## src/core/gpct_regs.vh

```
// constants for the general-purpose counter/timer channel
// assumes a single 20 MHz core clock and a 32-bit plain register port
`ifndef GPCT_REGS_VH
`define GPCT_REGS_VH

// ***************************************************************
// register byte offsets
// ***************************************************************
`define GPCT_OFF_CTRL     8'h00
`define GPCT_OFF_PINSEL   8'h04
`define GPCT_OFF_PERIOD   8'h08
`define GPCT_OFF_WIDTH    8'h0C
`define GPCT_OFF_COUNT    8'h10
`define GPCT_OFF_STATUS   8'h14
`define GPCT_OFF_SAMPLE   8'h18

// ***************************************************************
// control register fields
// ***************************************************************
`define GPCT_CTRL_MODE_LO 0
`define GPCT_CTRL_MODE_HI 1
`define GPCT_CTRL_CLKSRC  2
`define GPCT_CTRL_GATE_LO 3
`define GPCT_CTRL_GATE_HI 4
`define GPCT_CTRL_POL     5
`define GPCT_CTRL_RETRIG  6
`define GPCT_CTRL_RUN     7
`define GPCT_CTRL_W       8

// ***************************************************************
// pin select fields (three bits each, pins 0..7)
// ***************************************************************
`define GPCT_PIN_CLK_LO   0
`define GPCT_PIN_CLK_HI   2
`define GPCT_PIN_GATE_LO  4
`define GPCT_PIN_GATE_HI  6
`define GPCT_PIN_OUT_LO   8
`define GPCT_PIN_OUT_HI   10
`define GPCT_PIN_W        11

// ***************************************************************
// status fields
// ***************************************************************
`define GPCT_STAT_EN      0
`define GPCT_STAT_BUSY    1
`define GPCT_STAT_ACTIVE  2

// ***************************************************************
// encodings
// ***************************************************************
`define GPCT_MODE_IDLE    2'h0
`define GPCT_MODE_EVENT   2'h1
`define GPCT_MODE_RATE    2'h2
`define GPCT_MODE_ONESHOT 2'h3
`define GPCT_GATE_NONE    2'h0
`define GPCT_GATE_LOW     2'h1
`define GPCT_GATE_HIGH    2'h2

// ***************************************************************
// reset values
// ***************************************************************
`define GPCT_RST_CTRL     8'h20
`define GPCT_RST_PINSEL   11'h000
`define GPCT_RST_PERIOD   32'h0000000A
`define GPCT_RST_WIDTH    32'h00000002

// ***************************************************************
// rates
// ***************************************************************
`define GPCT_CORE_HZ      20000000
`define GPCT_TBASE_HZ     48000000
`define GPCT_EXT_MAX_HZ   10000000

`endif

```

## src/core/gpct_top.v

```verilog
// one 32-bit counter/timer channel with pin routing and register port
// assumes gp_in_i pins are asynchronous; adc_sample_i is on clk_i
//
// The register addresses and the strobed register port were decided locally.

`include "gpct_regs.vh"

module gpct_top (
   input  wire        clk_i,
   input  wire        reset_n_i,
   input  wire [7:0]  addr_i,
   input  wire [31:0] wdata_i,
   input  wire        wr_i,
   input  wire        rd_i,
   output reg  [31:0] rdata_o,
   input  wire [7:0]  gp_in_i,
   input  wire        adc_sample_i,
   output reg  [7:0]  gp_out_o,
   output reg  [7:0]  gp_oe_o
);

   // ************************************************************
   // helpers
   // ************************************************************

   // pick one of eight pins by index
   function fn_pick;
      input [7:0] pins;
      input [2:0] idx;
      begin
         fn_pick = pins[idx];
      end
   endfunction

   // one-hot lane for the output pin
   function [7:0] fn_lane;
      input [2:0] idx;
      begin
         fn_lane = 8'h01 << idx;
      end
   endfunction

   // wrapping increment; the carry out is dropped on purpose so
   // the count rolls over to zero and keeps going
   function [31:0] fn_inc;
      input [31:0] val;
      begin
         fn_inc = val + 32'h00000001;
      end
   endfunction

   // ************************************************************
   // software registers
   // ************************************************************
   reg  [`GPCT_CTRL_W-1:0] ctrl;
   reg  [`GPCT_PIN_W-1:0]  pinsel;
   reg  [31:0]             period;
   reg  [31:0]             width;
   reg  [31:0]             count;
   reg  [31:0]             sample;
   reg                     busy;
   reg                     run_q;

   wire [1:0] mode     = ctrl[`GPCT_CTRL_MODE_HI:`GPCT_CTRL_MODE_LO];
   wire [1:0] gate_typ = ctrl[`GPCT_CTRL_GATE_HI:`GPCT_CTRL_GATE_LO];
   wire       clk_ext  = ctrl[`GPCT_CTRL_CLKSRC];
   wire       pol_high = ctrl[`GPCT_CTRL_POL];
   wire       retrig   = ctrl[`GPCT_CTRL_RETRIG];
   wire       run      = ctrl[`GPCT_CTRL_RUN];
   wire [2:0] clk_pin  = pinsel[`GPCT_PIN_CLK_HI:`GPCT_PIN_CLK_LO];
   wire [2:0] gate_pin = pinsel[`GPCT_PIN_GATE_HI:`GPCT_PIN_GATE_LO];
   wire [2:0] out_pin  = pinsel[`GPCT_PIN_OUT_HI:`GPCT_PIN_OUT_LO];

   // ************************************************************
   // pin synchronisers
   // ************************************************************

   // two stages before any logic; third stage only for edges
   reg  [7:0] pin_meta;
   reg  [7:0] pin_sync;
   reg  [7:0] pin_prev;
   always @(posedge clk_i or negedge reset_n_i) begin
      if (!reset_n_i) begin
         pin_meta <= 8'h00;
         pin_sync <= 8'h00;
         pin_prev <= 8'h00;
      end else begin
         pin_meta <= gp_in_i;
         pin_sync <= pin_meta;
         pin_prev <= pin_sync;
      end
   end

   // ************************************************************
   // clock source and gate decode
   // ************************************************************

   // external clock rises seen by sampling; the internal base is
   // the core clock itself, so every core cycle counts as one tick
   wire ext_now  = fn_pick(pin_sync, clk_pin);
   wire ext_was  = fn_pick(pin_prev, clk_pin);
   wire ext_rise = ext_now & ~ext_was;
   // each count step needs a tick, so the output repeats once every period ticks
   wire tick     = clk_ext ? ext_rise : 1'b1;

   wire g_now  = fn_pick(pin_sync, gate_pin);
   wire g_was  = fn_pick(pin_prev, gate_pin);
   wire g_rise = g_now & ~g_was;
   wire g_fall = ~g_now & g_was;
   wire run_rise = run & ~run_q;

   // level gating for event and rate modes
   reg  gate_on;
   // edge gating for one-shot: enabling and disabling edges
   reg  gate_go;
   reg  gate_stop;
   always @* begin
      gate_on   = 1'b0;
      gate_go   = 1'b0;
      gate_stop = 1'b0;
      case (gate_typ)
         `GPCT_GATE_NONE: begin
            gate_on = run;
            gate_go = run_rise;
         end
         `GPCT_GATE_LOW: begin
            gate_on   = run & ~g_now;
            gate_go   = run & g_fall;
            gate_stop = g_rise;
         end
         `GPCT_GATE_HIGH: begin
            gate_on   = run & g_now;
            gate_go   = run & g_rise;
            gate_stop = g_fall;
         end
         default: begin
            gate_on = 1'b0;
         end
      endcase
   end

   // ************************************************************
   // pulse shaping
   // ************************************************************

   // a zero period would never wrap; treat it as one cycle
   wire last_phase = (count >= period - 32'h00000001) |
                     (period == 32'h00000000);
   wire pulse_on   = (count < width);

   // one-shot trigger; busy blocks edges unless retrigger is set
   wire os_fire = gate_go & (~busy | retrig);

   // ************************************************************
   // one-shot gate window
   // ************************************************************

   // an enabling edge opens the window, a disabling edge closes
   // it; a pulse in flight is not cut, the window is status only
   reg  os_win;
   reg  next_os_win;
   always @* begin
      next_os_win = os_win;
      if (!run)
         next_os_win = 1'b0;
      else if (gate_go)
         next_os_win = 1'b1;
      else if (gate_stop)
         next_os_win = 1'b0;
   end

   always @(posedge clk_i or negedge reset_n_i) begin
      if (!reset_n_i)
         os_win <= 1'b0;
      else
         os_win <= next_os_win;
   end

   // ************************************************************
   // counter and one-shot state
   // ************************************************************
   reg [31:0] next_count;
   reg        next_busy;
   reg        active;
   always @* begin
      next_count = count;
      next_busy  = busy;
      active     = 1'b0;
      case (mode)
         `GPCT_MODE_EVENT: begin
            // new run starts from zero, a stopped run keeps its value
            if (run_rise)
               next_count = 32'h00000000;
            else if (gate_on && tick)
               next_count = fn_inc(count);
         end
         `GPCT_MODE_RATE: begin
            if (!gate_on) begin
               next_count = 32'h00000000;
            end else begin
               active = pulse_on;
               if (tick)
                  next_count = last_phase ? 32'h00000000 :
                               fn_inc(count);
            end
         end
         `GPCT_MODE_ONESHOT: begin
            // a disabling edge only closes the window; a pulse in
            // flight still completes because gate_stop never reaches the counter
            if (!run) begin
               next_busy  = 1'b0;
               next_count = 32'h00000000;
            end else if (os_fire) begin
               next_busy  = 1'b1;
               next_count = 32'h00000000;
            end else if (busy) begin
               active = pulse_on;
               if (tick) begin
                  if (last_phase) begin
                     next_busy  = 1'b0;
                     next_count = 32'h00000000;
                  end else begin
                     next_count = fn_inc(count);
                  end
               end
            end
         end
         default: begin
            next_count = count;
         end
      endcase
   end

   always @(posedge clk_i or negedge reset_n_i) begin
      if (!reset_n_i) begin
         count  <= 32'h00000000;
         busy   <= 1'b0;
         run_q  <= 1'b0;
      end else begin
         count <= next_count;
         busy  <= next_busy;
         run_q <= run;
      end
   end

   // ************************************************************
   // acquisition snapshot
   // ************************************************************

   // the strobe is on this clock already, so it needs no
   // synchroniser; the word read back is the count at the strobe
   always @(posedge clk_i or negedge reset_n_i) begin
      if (!reset_n_i)
         sample <= 32'h00000000;
      else if (adc_sample_i)
         sample <= count;
   end

   // ************************************************************
   // pin outputs
   // ************************************************************

   // idle leaves the pin undriven so other output logic owns it;
   // event counting has no pulse to show, so it releases it too
   reg  [7:0] next_oe;
   reg  [7:0] next_out;
   always @* begin
      next_oe  = 8'h00;
      next_out = 8'h00;
      case (mode)
         `GPCT_MODE_RATE,
         `GPCT_MODE_ONESHOT: begin
            next_oe = fn_lane(out_pin);
         end
         default: begin
            next_oe = 8'h00;
         end
      endcase
      if (active == pol_high)
         next_out = fn_lane(out_pin);
   end

   // registered so the pins never see decode glitches
   always @(posedge clk_i or negedge reset_n_i) begin
      if (!reset_n_i) begin
         gp_out_o <= 8'h00;
         gp_oe_o  <= 8'h00;
      end else begin
         gp_out_o <= next_out;
         gp_oe_o  <= next_oe;
      end
   end

   // ************************************************************
   // register port
   // ************************************************************

   // writes land in the cycle of the strobe; no wait states
   always @(posedge clk_i or negedge reset_n_i) begin
      if (!reset_n_i) begin
         ctrl   <= `GPCT_RST_CTRL;
         pinsel <= `GPCT_RST_PINSEL;
         period <= `GPCT_RST_PERIOD;
         width  <= `GPCT_RST_WIDTH;
      end else if (wr_i) begin
         case (addr_i)
            `GPCT_OFF_CTRL:   ctrl   <= wdata_i[`GPCT_CTRL_W-1:0];
            `GPCT_OFF_PINSEL: pinsel <= wdata_i[`GPCT_PIN_W-1:0];
            `GPCT_OFF_PERIOD: period <= wdata_i;
            `GPCT_OFF_WIDTH:  width  <= wdata_i;
            default: begin
               ctrl <= ctrl;
            end
         endcase
      end
   end

   // status bits; in one-shot the gate bit shows the edge window
   reg  [2:0] status;
   always @* begin
      status = 3'h0;
      status[`GPCT_STAT_EN]     = (mode == `GPCT_MODE_ONESHOT) ?
                                  os_win : gate_on;
      status[`GPCT_STAT_BUSY]   = busy;
      status[`GPCT_STAT_ACTIVE] = active;
   end

   // read data stand for one cycle only, zero otherwise, so a
   // stale word can never be taken for a fresh answer
   always @(posedge clk_i or negedge reset_n_i) begin
      if (!reset_n_i) begin
         rdata_o <= 32'h00000000;
      end else if (rd_i) begin
         case (addr_i)
            `GPCT_OFF_CTRL:   rdata_o <= {24'h000000, ctrl};
            `GPCT_OFF_PINSEL: rdata_o <= {21'h000000, pinsel};
            `GPCT_OFF_PERIOD: rdata_o <= period;
            `GPCT_OFF_WIDTH:  rdata_o <= width;
            `GPCT_OFF_COUNT:  rdata_o <= count;
            `GPCT_OFF_STATUS: rdata_o <= {29'h00000000, status};
            `GPCT_OFF_SAMPLE: rdata_o <= sample;
            default: begin
               rdata_o <= 32'h00000000;
            end
         endcase
      end else begin
         rdata_o <= 32'h00000000;
      end
   end

endmodule // gpct_top

```

## config.mk

```make
export PLATFORM = sky130hd
export DESIGN_NAME = gpct_top
export DESIGN_NICKNAME = d
export VERILOG_FILES = /design/src/core/gpct_top.v
export VERILOG_INCLUDE_DIRS = /design/src /design/src/core
export SDC_FILE = /design/constraint.sdc
export NUM_CORES = 1
export LEC_CHECK = 0
export BUFFER_PORTS_ARGS = -buffer_cell sky130_fd_sc_hd__buf_4
export CORE_MARGIN = 2
export CORE_UTILIZATION = 55
export DETAILED_ROUTE_END_ITERATION = 8
export PLACE_DENSITY = 0.74
export RECOVER_POWER = 100
export SLEW_MARGIN = 10
export SYNTH_ARGS = -nofsm -noshare
export SYNTH_HDL_FRONTEND = slang
export SYNTH_SLANG_ARGS = --single-unit
```

## constraint.sdc

```tcl
create_clock -name clk_i -period 7.7 [get_ports clk_i]
set_input_delay 0.385 -clock clk_i [delete_from_list [all_inputs] [get_ports clk_i]]
set_output_delay 0.385 -clock clk_i [all_outputs]
set_load 0.02 [all_outputs]
```

# == Word level (Yosys, flattened, before mapping) ==
# Cells that the tools add are included.
# classes
shift,1
magnitude_cmp,4
n_addsub,2
bitwise,16
n_mux,39
mul,0
reduce_logical,11
n_div,0
eq_ne,15
# op_table
op,count
$mux W32,9
$pmux W32 S7,1
$pmux W32 S3,1
$add A32 B1 Y32 const B,1
$ge A32 B32 Y1,1
$logic_not A32 Y1,1
$lt A32 B32 Y1,1
$sub A32 B1 Y32 const B,1
$eq A8 B5 Y1 const B,3
$mux W1,18
$eq A8 B4 Y1 const B,2
$mux W8,2
$bmux W1 S3,4
$and A1 B1 Y1,9
$eq A8 B3 Y1 const B,1
$logic_not A8 Y1,1
$lt A3 B4 Y1 const B,2
$reduce_and A2 Y1,4
$shl A1 B3 Y8 const A,1
$eq A2 B2 Y1 const B,3
$pmux W1 S3,2
$not A1 Y1,5
$eq A2 B1 Y1 const B,2
$ne A4 B4 Y1 const B,1
10 further kinds,12
# totals
out_inout_bits,48
regBits,222
latchBits,0
mem_bits_ro,0
mem_count,0
mem_bits_rw,0

# == Logic depth before layout (Yosys ltp) ==
# depth
ltp_word,12
depth_mapped,17
mapped_depth_nobuf,15

# == Worst setup path before layout ==
# No wires, ideal clock.
# synth_path
kind,reg2reg
from,reg period[5]
to,reg count[21]
period_less_slack_ns,3.975
stages_incl_launch_ff,17
setup_time_ns,0.131
arrival_time_ns,3.844
path_slack_ns,3.725
t_required_ns,7.569
cell_sequence,dfrtp_1 -> or4_1 -> nor3_2 -> nand4_1 -> nand2b_1 -> nor4_1 -> xnor2_1 -> ha_1 -> nand4_1 -> or4_1 -> a21oi_1 -> nor2_1 -> a31o_1 -> buf_6 -> buf_6 -> a22oi_2 -> o41ai_2
# synth_between
elab_chain_cells,9
elab_cells_between_ends,11
# synth_lines
item,line,text
"start, declared",gpct_top.v:57,reg [31:0] period;
"start signal, assigned",gpct_top.v:303,period <= `GPCT_RST_PERIOD;
"start signal, assigned",gpct_top.v:309,`GPCT_OFF_PERIOD: period <= wdata_i;
$sub A32 B1 Y32,gpct_top.v:147,wire last_phase = (count >= period - 32'h00000001) |
$ge A32 B32 Y1,gpct_top.v:147,
$or A1 B1 Y1 *,gpct_top.v:147,
$mux W32 *,"gpct_top.v:203, gpct_top.v:219",
$mux W32 *,gpct_top.v:218,if (tick) begin
$mux W32,gpct_top.v:216,end else if (busy) begin
$mux W32,gpct_top.v:213,end else if (os_fire) begin
$mux W32,gpct_top.v:210,if (!run) begin
$pmux W32 S3 *,gpct_top.v:189,case (mode)
"end signal, assigned",gpct_top.v:240,count <= next_count;
"end, declared",gpct_top.v:59,reg [31:0] count;
# Mark *: on every way between the ends. The rest lies on a longest branch, timed or not. The select of a mux whose other input is x is not followed.
# A chain may end at the register's enable or synchronous reset.

# == Final worst setup path ==
# layout_path
from,reg period[4]
to,reg count[10]
# Same word-level chain as after synthesis.

==> results.cfg <==
[synth]
synth_top_family_by_area = compound AO/OA/AOI/OAI gates
synth-simple-area-share = 0.1128
synth.most_common_cell = dfrtp_1
synth_area_leaders = dfrtp_1 47%, mux2_2 11%, ha_1 7.5%
synthesis.nets = 1169
yosys.area.top_type = dfrtp_1
synth_ff_type = dfrtp_1
synth_compound_area_frac = 0.1472
ys_ff_latch = 222
synth-async-reset-ratio = 1.000
netlist.area_leader.share = 0.4686
syn_inst = 1046
synth.mux.area_fraction = 0.1278
syn_area_sq_um = 11640
yosysWarnings = 0
syn_avg_cell_area_sq_um = 11.13
synth_edf_count = 0
synth_commonest_cells = 218 x dfrtp_1, 117 x mux2_2, 70 x ha_1
yosys.area_share.adder = 0.07523
synthXorXnorAreaFrac = 0.02407
yosysSeqAreaShare = 0.4776
synth_cell_types = 72

[sta]
timing.final.ws_setup_ns = 1.583
finalHoldViolCount = 0
slew_headroom = -2.559
setup_viol_count_final = 0
worstMarginPinSlew_ns = 5.338
period_share = 0.7944
max_freq_mhz = 163.5
clock_skew_ns = 0.01128
drv_slew = 278
fin_setup_tns_ns = 0
rsz0062_at_grt = no
fin_crit_ns = 6.117
hold_ws_ns = 0.1066

[setup_path]
r2r_slack_ns = 1.58
start_kind = flip-flop
crit_type = flip-flop to flip-flop
crit_arrival_ns = 6.49
critPathRequiredTime_ns = 8.07
worstReg2RegEnd = count[10]$_DFFE_PN0P_
worstPathMaxFanout = 18
r2r_cells = 15
cp-end-kind = flip-flop
reg2reg_from = period[4]$_DFFE_PN0P_

[clock_tree]
cts_root_buffer = clkbuf_16
cts_resized = 0
clk_pin_slew_ns = 0.06
cts_tree = built
cts_buffer_depth = 3
clock_latency_ns = 0.52
h-tree-depth = 1
cts_buffers = 25
cts_sinks = 222

[placement]
portBuffers = 100
gp_congestion = 0.8576
dp_cells = 1381
place_ws_ns = 2.396
dp_hpwl_microns = 19140

[global_routing]
grt_usage = 0.2562
grt_use_met2 = 0.4094
global_route.usage.met3 = 0.04055
grt_pass1_wl_microns = 45930
grt_max_degree = 101
grt_pass1_vias = 8704
grt_overflow = 0
antenna_found_initial = 0
top_usage_layer = met2
groute.layer.met1.usage = 0.3645

[final_layout]
stdcell_count = 1436
multi_input_area_sq_um = 5642
area_growth_pct = 14.15
fillers = 1726
nets = 1265
seq_area_sq_um = 5560
antenna_cells = 0
final_layout_size_suffix_gt1_frac = 0.2050
final_util = 0.6362

[floorplanning]
die_y_microns = 149.5
io_pins = 101
die-area_sq_um = 22350
die_w_microns = 149.5
start_util = 0.5574
rows = 53
core_sq_um = 20890

[route]
dr.pass1.iters = 5
post_drt_via_cell_ratio = 6.196
routed_wl_microns = 28340
drtIter0Drc = 703
route.detailed.drc = 0
final_antenna_net_count = 0
wire_per_inst_microns = 19.73
num_vias = 8898

[min_path]
hold_end = width[29]$_DFFE_PN0P_
hp-class = primary input to flip-flop
hold_start = wdata_i[29]
min_path_cells = 2

[power]
p_per_area_nw_per_um2 = 218.0
p_leak_nw = 5.939
max-vdd-ir-drop_v = 0.0001788

[status]
violations = max-capacitance violations, max-slew violations
status = complete, but fails checks

[run]
cap_violations = 7
-- power breakdown --
group | switching (W) | internal, W | total, W | leakage, nW
sequential | 0.0000614 | 0.00121 | 0.00127 | 3.00
combinational | 0.000232 | 0.000184 | 0.000415 | 2.52
clock | 0.000470 | 0.000739 | 0.00121 | 0.415
total | 0.000763 | 0.00213 | 0.00290 | 5.94
-- metal layers --
| metal | share of wire | up-vias | wire length, microns |
|---|---|---|---|
| li1 | - | 4106 | - |
| met1 | 0.45 | 4452 | 12640 |
| met2 | 0.47 | 290 | 13230 |
| met3 | 0.067 | 50 | 1904 |
| met4 | 0.020 | 0 | 567 |
| met5 | 0 | - | 0 |
-- logic make-up (layout without fill, tap and decap cells) --
kind of cell             Yosys count  in the layout
buffers and inverters             99            214
multiplexers                     129            129
XOR/XNOR                          32             32
AO/OA/AOI/OAI                    242            242
flip-flops                       222            222
AND/OR/NAND/NOR                  252            252
adder cells (fa/ha/maj)           70             70
-- critical path: stages, from the launching register on --
cell and delay (ns):
dfrtp_1 0.42, or4_1 0.58, nor3_1 0.63, nand4_1 0.44
nand2b_1 0.35, nor4_1 0.27, xnor2_1 0.17, ha_1 0.28
a21oi_1 0.15, o21ai_0 0.12, nor3_1 0.21, o311ai_0 0.22
nor2_1 0.23, a31o_1 0.73, nand2_1 0.61, o311ai_0 0.53
-- metrics by stage --
stage / power, W / instance area [sq um]
finish: 0.002897 / 13290
floorplan: 0.001561 / 11640
global route: 0.003028 / 13290
detailed placement: 0.001706 / 12630
global placement: 0.001693 / 12630
CTS: 0.002915 / 13560
-- layout make-up --
cell class | instances | share of cell area
Multi-Input combinational cell | 725 | 0.4245
Sequential cell | 222 | 0.4184
Timing Repair Buffer | 120 | 0.05423
Clock buffer | 35 | 0.05291
Tap cell | 275 | 0.02589
Inverter | 48 | 0.01356
Clock inverter | 11 | 0.01054
-- how the worst max path moves through the flow --
stage          depth (start not counted)                     to  slack (ns)                  start
6_report                              15  count[10]$_DFFE_PN0P_        1.58  period[4]$_DFFE_PN0P_
5_1_grt                                2  width[15]$_DFFE_PN0P_        1.20              reset_n_i
4_1_cts                               15   count[3]$_DFFE_PN0P_        2.35  period[4]$_DFFE_PN0P_
3_5_place_dp                          15   count[3]$_DFFE_PN0P_        2.40  period[5]$_DFFE_PN0P_
3_3_place_gp                          15  count[16]$_DFFE_PN0P_        2.61  period[5]$_DFFE_PN0P_
2_1_floorplan                         16  count[21]$_DFFE_PN0P_        3.73  period[5]$_DFFE_PN0P_
-- registers in the layout, summed over array words and instances, names as in the netlist --
name and flops:
os_win 1, width 32, pin_prev 8, period 32, busy 1, pin_sync 8, run_q 1, gp_oe_o 8
rdata_o 32, pin_meta 8, gp_out_o 8, count 32, pinsel 11, ctrl 8, sample 32
-- placed cells by master, fill, tap and decap left out, types with 6 or more instances in the layout --
| cell type | netlist | final |
|---|---|---|
| nor2b_1 | 7 | 7 |
| a311oi_1 | 9 | 9 |
| buf_4 | 1 | 48 |
| inv_1 | 48 | 48 |
| a22oi_1 | 64 | 64 |
| mux2_2 | 117 | 117 |
| dlygate4sd3_1 | 0 | 9 |
| nand4_1 | 18 | 18 |
| nand3_1 | 34 | 34 |
| clkbuf_16 | 0 | 25 |
| a21oi_1 | 62 | 62 |
| a21o_1 | 10 | 10 |
| nor4_1 | 17 | 17 |
| ha_1 | 70 | 70 |
| o21ai_0 | 14 | 15 |
| xor2_1 | 7 | 7 |
| clkbuf_1 | 33 | 60 |
| or4_1 | 6 | 6 |
| nor2_1 | 41 | 41 |
| nor3_1 | 26 | 25 |
| mux2i_1 | 8 | 8 |
| a31oi_1 | 15 | 15 |
| nand2b_1 | 15 | 15 |
| nand2_1 | 56 | 57 |
| o311ai_0 | 5 | 11 |
| xnor2_1 | 25 | 25 |
| clkbuf_4 | 0 | 9 |
| dfrtp_1 | 218 | 218 |
-- timing repair --
item | 4_1_cts | 5_1_grt
hold buffers | 9 | 0
buffers inserted | 0 | 0
hold endpoints to repair | 103 | 0
Note: power is estimated with default switching activity, not from simulation.
